[src/inc/adc_seq_consts.svh]
/*
   Constants of the converter sequencer: widths, reset values and cycle counts.
   Assumes inclusion by bare name from the package and the sequencer module.
*/
`ifndef ADC_SEQ_CONSTS_SVH
`define ADC_SEQ_CONSTS_SVH

// ==========================================================================
// Widths
`define RESULT_W 12
`define TRIM_W 8
`define CHAN_W 5
`define CNT_W 12
`define SEL_W 4

// ==========================================================================
// Counts and reset values
`define CAL_CYCLES 3840
`define SAMPLE_CYCLES_DEF 4
`define TRIM_RESET 8'h80
`define TRIM_MAX 8'hff
`define TRIM_MIN 8'h00
`define MSB_INDEX 4'hb
`define LSB_INDEX 4'h0
`define POSTCAL_OFFSET 4'h0
`define POSTCAL_LAST 4'hc

`endif

[src/inc/adc_seq_pkg.sv]
/*
   Types of the converter sequencer: sequencing states and the state record.
   Assumes adc_seq_consts.svh is on the include path.
*/
`include "adc_seq_consts.svh"

package adc_seq_pkg;

   // ==========================================================================
   // Sequencing states
   typedef enum logic [2:0] {
      ST_CAL,
      ST_IDLE,
      ST_SAMPLE,
      ST_CONVERT,
      ST_POSTCAL
   } seq_state_e;

   // ==========================================================================
   // Whole state of the sequencer
   typedef struct packed {
      seq_state_e state;
      logic [`CNT_W-1:0] cnt;
      logic [`SEL_W-1:0] bit_idx;
      logic [`RESULT_W-1:0] code;
      logic [`RESULT_W-1:0] result;
      logic [`TRIM_W-1:0] trim;
      logic [`SEL_W-1:0] postcal_sel;
      logic [`CHAN_W-1:0] channel;
      logic calibrate;
      logic sample;
      logic busy;
      logic out_ready;
   } seq_s;

endpackage

[src/verilog/adc_conversion_sequencer.sv]
/*
   Control and handshake logic of a 12-bit successive-approximation converter:
   power-up calibration, start/channel handshake, sample/busy/result-valid
   sequencing, the SAR bit search and per-conversion trim of the calibration
   array. Assumes one clock that is also the converter clock, a comparator
   output from the analog core that is synchronous to it, and fabric logic that
   drives start pulses synchronously.
*/
// Summary of operation
// - After reset calibrate for 3,840 clock cycles
// - Eight-bit calibration array trims offset, linearity
// - Each conversion followed by one post-calibration step
// - Accepted start raises sample and busy
// - Sample drops after hold, busy stays high
// - Completion: busy low, valid high, result shown
// - Result-valid stays high until next start
// - Result-valid clears on a clock rising edge
// - Result held until next valid rising edge
`timescale 1ns/1ps
`include "adc_seq_consts.svh"

module adc_conversion_sequencer
   import adc_seq_pkg::*;
#(
   parameter int SAMPLE_CYCLES = `SAMPLE_CYCLES_DEF
)
(
   input wire logic clk_i,
   input wire logic reset_n_i,
   input wire logic convert_go_i,
   input wire logic [`CHAN_W-1:0] input_select_i,
   input wire logic comp_i,
   output logic calibrate_o,
   output logic sample_o,
   output logic busy_o,
   output logic out_ready_o,
   output logic [`RESULT_W-1:0] result_o,
   output logic [`CHAN_W-1:0] channel_o,
   output logic [`RESULT_W-1:0] dac_code_o,
   output logic [`TRIM_W-1:0] cal_trim_o,
   output logic [`SEL_W-1:0] postcal_sel_o
);

   // ==========================================================================
   // Helpers

   // One-hot trial weight for a SAR bit position
   function automatic logic [`RESULT_W-1:0] trial_bit(input logic [`SEL_W-1:0] idx);
      logic [`RESULT_W-1:0] w;
      w = '0;
      w[idx] = 1'b1;
      return w;
   endfunction

   // Saturating one-step move of the calibration trim; a high comparator
   // means the error is positive, so the trim steps down
   function automatic logic [`TRIM_W-1:0] trim_step(input logic [`TRIM_W-1:0] t,
                                                   input logic err_pos);
      logic [`TRIM_W-1:0] r;
      r = t;
      if (err_pos && t != `TRIM_MIN)
         r = t - `TRIM_W'(1);
      else if (!err_pos && t != `TRIM_MAX)
         r = t + `TRIM_W'(1);
      return r;
   endfunction

   // ==========================================================================
   // State record
   seq_s s_reg;
   seq_s s_next;
   logic accept;

   // Starts are honoured only in idle; pulses during calibration or a
   // conversion are dropped, which keeps a sloppy master from corrupting one
   assign accept = convert_go_i && (s_reg.state == ST_IDLE);

   // ==========================================================================
   // Next-state logic
   always_comb
   begin
      s_next = s_reg;
      unique case (s_reg.state)
         ST_CAL:
         begin
            s_next.trim = trim_step(s_reg.trim, comp_i);
            if (s_reg.cnt == '0)
            begin
               s_next.state = ST_IDLE;
               s_next.calibrate = 1'b0;
            end
            else
               s_next.cnt = s_reg.cnt - `CNT_W'(1);
         end
         ST_IDLE:
         begin
            if (accept)
            begin
               s_next.state = ST_SAMPLE;
               s_next.channel = input_select_i;
               s_next.sample = 1'b1;
               s_next.busy = 1'b1;
               s_next.out_ready = 1'b0;
               s_next.cnt = `CNT_W'(SAMPLE_CYCLES - 1);
            end
         end
         ST_SAMPLE:
         begin
            if (s_reg.cnt == '0)
            begin
               // Input is held; search starts at the MSB
               s_next.state = ST_CONVERT;
               s_next.sample = 1'b0;
               s_next.bit_idx = `MSB_INDEX;
               s_next.code = trial_bit(`MSB_INDEX);
            end
            else
               s_next.cnt = s_reg.cnt - `CNT_W'(1);
         end
         ST_CONVERT:
         begin
            // Drop the trial bit when the input lies below the trial level
            if (!comp_i)
               s_next.code = s_reg.code & ~trial_bit(s_reg.bit_idx);
            if (s_reg.bit_idx == `LSB_INDEX)
               s_next.state = ST_POSTCAL;
            else
            begin
               s_next.bit_idx = s_reg.bit_idx - `SEL_W'(1);
               s_next.code = (s_next.code) | trial_bit(s_reg.bit_idx - `SEL_W'(1));
            end
         end
         ST_POSTCAL:
         begin
            // One element per conversion, offset first, then each bit in turn
            s_next.trim = trim_step(s_reg.trim, comp_i);
            if (s_reg.postcal_sel == `POSTCAL_LAST)
               s_next.postcal_sel = `POSTCAL_OFFSET;
            else
               s_next.postcal_sel = s_reg.postcal_sel + `SEL_W'(1);
            s_next.state = ST_IDLE;
            s_next.busy = 1'b0;
            s_next.out_ready = 1'b1;
            s_next.result = s_reg.code;
         end
      endcase
   end

   // ==========================================================================
   // State register; reset restarts the power-up calibration
   always_ff @(posedge clk_i)
   begin
      if (!reset_n_i)
      begin
         s_reg <= '0;
         s_reg.state <= ST_CAL;
         s_reg.cnt <= `CNT_W'(`CAL_CYCLES - 1);
         s_reg.calibrate <= 1'b1;
         s_reg.trim <= `TRIM_RESET;
      end
      else
         s_reg <= s_next;
   end

   // ==========================================================================
   // Outputs, all straight from the state register
   assign calibrate_o = s_reg.calibrate;
   assign sample_o = s_reg.sample;
   assign busy_o = s_reg.busy;
   assign out_ready_o = s_reg.out_ready;
   assign result_o = s_reg.result;
   assign channel_o = s_reg.channel;
   assign dac_code_o = s_reg.code;
   assign cal_trim_o = s_reg.trim;
   assign postcal_sel_o = s_reg.postcal_sel;

   // Cycles from the fall of sample to the fall of busy: one per bit, plus post-cal
   localparam int CONV_TAIL = `RESULT_W + 1;

   // Counts calibrating cycles since reset release
   logic [`CNT_W:0] cal_seen;
   always_ff @(posedge clk_i)
   begin
      if (!reset_n_i)
         cal_seen <= '0;
      else if (calibrate_o)
         cal_seen <= cal_seen + (`CNT_W+1)'(1);
   end
endmodule

[config.mk]
export PLATFORM = sky130hd
export DESIGN_NAME = adc_conversion_sequencer
export DESIGN_NICKNAME = d
export VERILOG_FILES = /design/src/inc/adc_seq_pkg.sv /design/src/verilog/adc_conversion_sequencer.sv
export VERILOG_INCLUDE_DIRS = /design/src /design/src/inc
export SDC_FILE = /design/constraint.sdc
export NUM_CORES = 1
export LEC_CHECK = 0
export BUFFER_PORTS_ARGS = -buffer_cell sky130_fd_sc_hd__buf_2
export CORE_ASPECT_RATIO = 0.6
export CORE_UTILIZATION = 59
export CTS_BUF_LIST = sky130_fd_sc_hd__clkbuf_4 sky130_fd_sc_hd__clkbuf_8
export CTS_CLUSTER_DIAMETER = 40
export DETAILED_ROUTE_END_ITERATION = 8
export PLACE_DENSITY_LB_ADDON = 0.2
export SLEW_MARGIN = 30
export SYNTH_ARGS = -nofsm -noshare
export SYNTH_HDL_FRONTEND = slang
export SYNTH_SLANG_ARGS = --single-unit
[constraint.sdc]
create_clock -name clk_i -period 4 [get_ports clk_i]
set_clock_uncertainty 0.05 [all_clocks]
set_input_delay 0.8 -clock clk_i [delete_from_list [all_inputs] [get_ports clk_i]]
set_output_delay 0.8 -clock clk_i [all_outputs]
set_load 0.02 [all_outputs]
==> flow_metrics.tcl <==
set metrics [dict create \
    status "complete, no violations" \
    grt_util_met1_pct 34.3 \
    cts_setup_buffers 0 \
    vias 2804 \
    synth_top_area_share_pct 37.8 \
    yosysTopAreaCell "dfxtp_1" \
    cap_violations 0 \
    dp_cells 474 \
    finalSetupTns_ps 0 \
    row_count 20 \
    worstPathRequired_ps 4170 \
    die_w_microns 99.8 \
    yosysSeqAreaShare_pct 37.8 \
    ys_ff_latch 64 \
    grt_max_degree 32 \
    gp_congestion 0.865 \
    syn-instance-count 402 \
    setup_slack_ps 1040 \
    clock.fmax_mhz 338 \
    cts_buffers 9 \
    core-area_sq_um 5280 \
    fin_nets 428 \
    worstSetupPathType "reg2reg" \
    io_pins 54 \
    relSlewSlack_pct 47.2 \
    cts_tree "done" \
    dp_worst_setup_slack_ps 978 \
    avgSynthCellArea_sq_um 8.43 \
    synthFlopType "dfxtp_1" \
    area_growth_pct 5.47 \
    cts-root-buf "clkbuf_8" \
    wl_mm 7.13 \
    hold_buffers 0 \
    clkLatencyLatePin_ps 330 \
    worstMarginPinSlew_ps 781 \
    grt_usage_pct 24.7 \
    min_period_ps 2960 \
    met3_usage_pct 6.34 \
    wire_per_inst_microns 14.6 \
    grt_overflow 0 \
    cts_sinks 64 \
    post-synth-top-count-cell "dfxtp_1" \
    synth-edff-count 0 \
    hp-class "reg2reg" \
    fin_area_sq_um 3570 \
    synth_cell_type_count 57 \
    nFillCells 449 \
    hold_violations 0 \
    pwr_density_cell_nw_per_um2 450 \
    drive_gt1_share_pct 21.3 \
    drtPass1Iterations 5 \
    vias_per_cell 5.72 \
    drt_iter0_markers 176 \
    syn-cell-area_sq_um 3390 \
    n_antenna_cell 0 \
    placed_cell_area_sq_um 3380 \
    finalSetupViolCount 0 \
    cts_resized 0 \
    synth_area_leaders "dfxtp_1 38%, buf_4 9.1%, nand2_1 6.4%" \
    min_period_over_period_pct 74.0 \
    syn_nets 422 \
    grt_pass1_vias 2383 \
    finalPower_mw 1.61 \
    largest_reg_flops 19 \
    busiest_layer "met2" \
    dp_hpwl_mm 5.06 \
    drc 0 \
    clk_pin_slew_worst_paths_ps 70 \
    antenna_found_initial 0 \
    grt_use_met2_pct 37.9 \
    arrival_ps 3140 \
    rsz0062_at_grt "false" \
    instances_no_fill 490 \
    leakage_nw 1.46 \
    ir_worst_vdd_v 0.000328 \
    cp-start-kind "flip-flop" \
    dieArea_sq_um 6060 \
    cp-end-kind "flip-flop" \
    yosysWarningCount 0 \
    initial_core_util_pct 64.1 \
    critPathMaxFanout 7 \
    cts_buffer_depth 2 \
    synthTopCellsByCount "64 x dfxtp_1, 58 x nand2_1, 41 x a21oi_1, 41 x buf_4, 28 x nor2_1" \
    drt.antenna.violating_nets 0 \
    async_flop_share_pct 0 \
    io_buffers 53 \
    ctsHtreeMaxLevel 3 \
    drv_slew 0 \
    die_h_microns 60.7 \
    grt_pass1_wl_mm 11.4 \
]
## cells by family (layout without fill, tap and decap cells)
kind of cell | Yosys count | count (layout) | share of synthesized area, %
adder cells (fa/ha/maj) | 11 | 11 | 4.29
flip-flops | 64 | 64 | 37.8
buffers and inverters | 69 | 80 | 12.6
XOR/XNOR | 10 | 10 | 2.59
AO/OA/AOI/OAI | 98 | 98 | 18.8
multiplexers | 8 | 8 | 2.44
AND/OR/NAND/NOR | 142 | 142 | 21.5
## area by class of cell
class / instances / area, sq um / share of cell area (%)
multi-input combinational: 269 / 1680 / 47.1
clock inverter: 2 / 12.5 / 0.350
timing repair buffer: 56 / 288 / 8.06
clock buffer: 14 / 180 / 5.04
tap: 77 / 96.3 / 2.70
sequential: 64 / 1280 / 35.9
inverter: 8 / 30.0 / 0.841
## final timing paths
| check | cells past startpoint | slack [ps] | start | to |
|---|---|---|---|---|
| setup / recovery | 9 | 1040 | cal_trim_o[0] | cal_trim_o[7] |
| hold reg to reg | 2 | 400 | channel_o[1] | channel_o[1] |
| setup reg to reg | 9 | 1040 | cal_trim_o[0] | cal_trim_o[7] |
| hold / removal | 2 | 400 | channel_o[1] | channel_o[1] |
## metrics by stage
stage	hold WS (ps)	utilization (%)
after global placement	388	64.0
after floorplan	387	-
final	404	67.7
after detailed placement	396	64.0
after CTS	406	67.7
after global routing	422	67.7
## power breakdown
group	switching, mW	total, mW	internal, mW
combinational	0.205	0.368	0.163
clock	0.230	0.519	0.289
sequential	0.0480	0.720	0.672
total	0.483	1.61	1.12
## critical path, cell delays in order, from the launching register on
cell      delay (ps)
dfxtp_1          390
nor4_1           500
a21boi_0         210
buf_4            210
ha_1             310
a211oi_1         340
o211ai_1         160
o21ai_0          110
mux2i_1          220
mux2_2           340
## routing by layer
layer,wire (microns),share of wire (%),vias to the layer above
li1,-,-,1384
met1,3480,49,1312
met2,3050,43,100
met3,531,7.4,8
met4,70,0.98,0
met5,0,0,-
## placed cells by master, fill, tap and decap left out, types with 3 or more instances in the layout
cell / instances
nor3_1: 6
a21oi_1: 41
xnor2_1: 6
nor2b_1: 5
and2_1: 3
o311a_1: 4
o41ai_1: 3
nand3_1: 11
o211ai_1: 12
mux2i_1: 6
nand2_1: 58
o21ai_0: 14
xor2_1: 4
buf_4: 3
nor2_1: 28
and3_1: 3
nand2b_1: 5
buf_2: 53
dfxtp_1: 64
inv_1: 7
nand4_1: 3
nor4_1: 4
clkbuf_8: 12
a211oi_1: 5
ha_1: 10
Note: power is estimated with default switching activity, not from simulation.
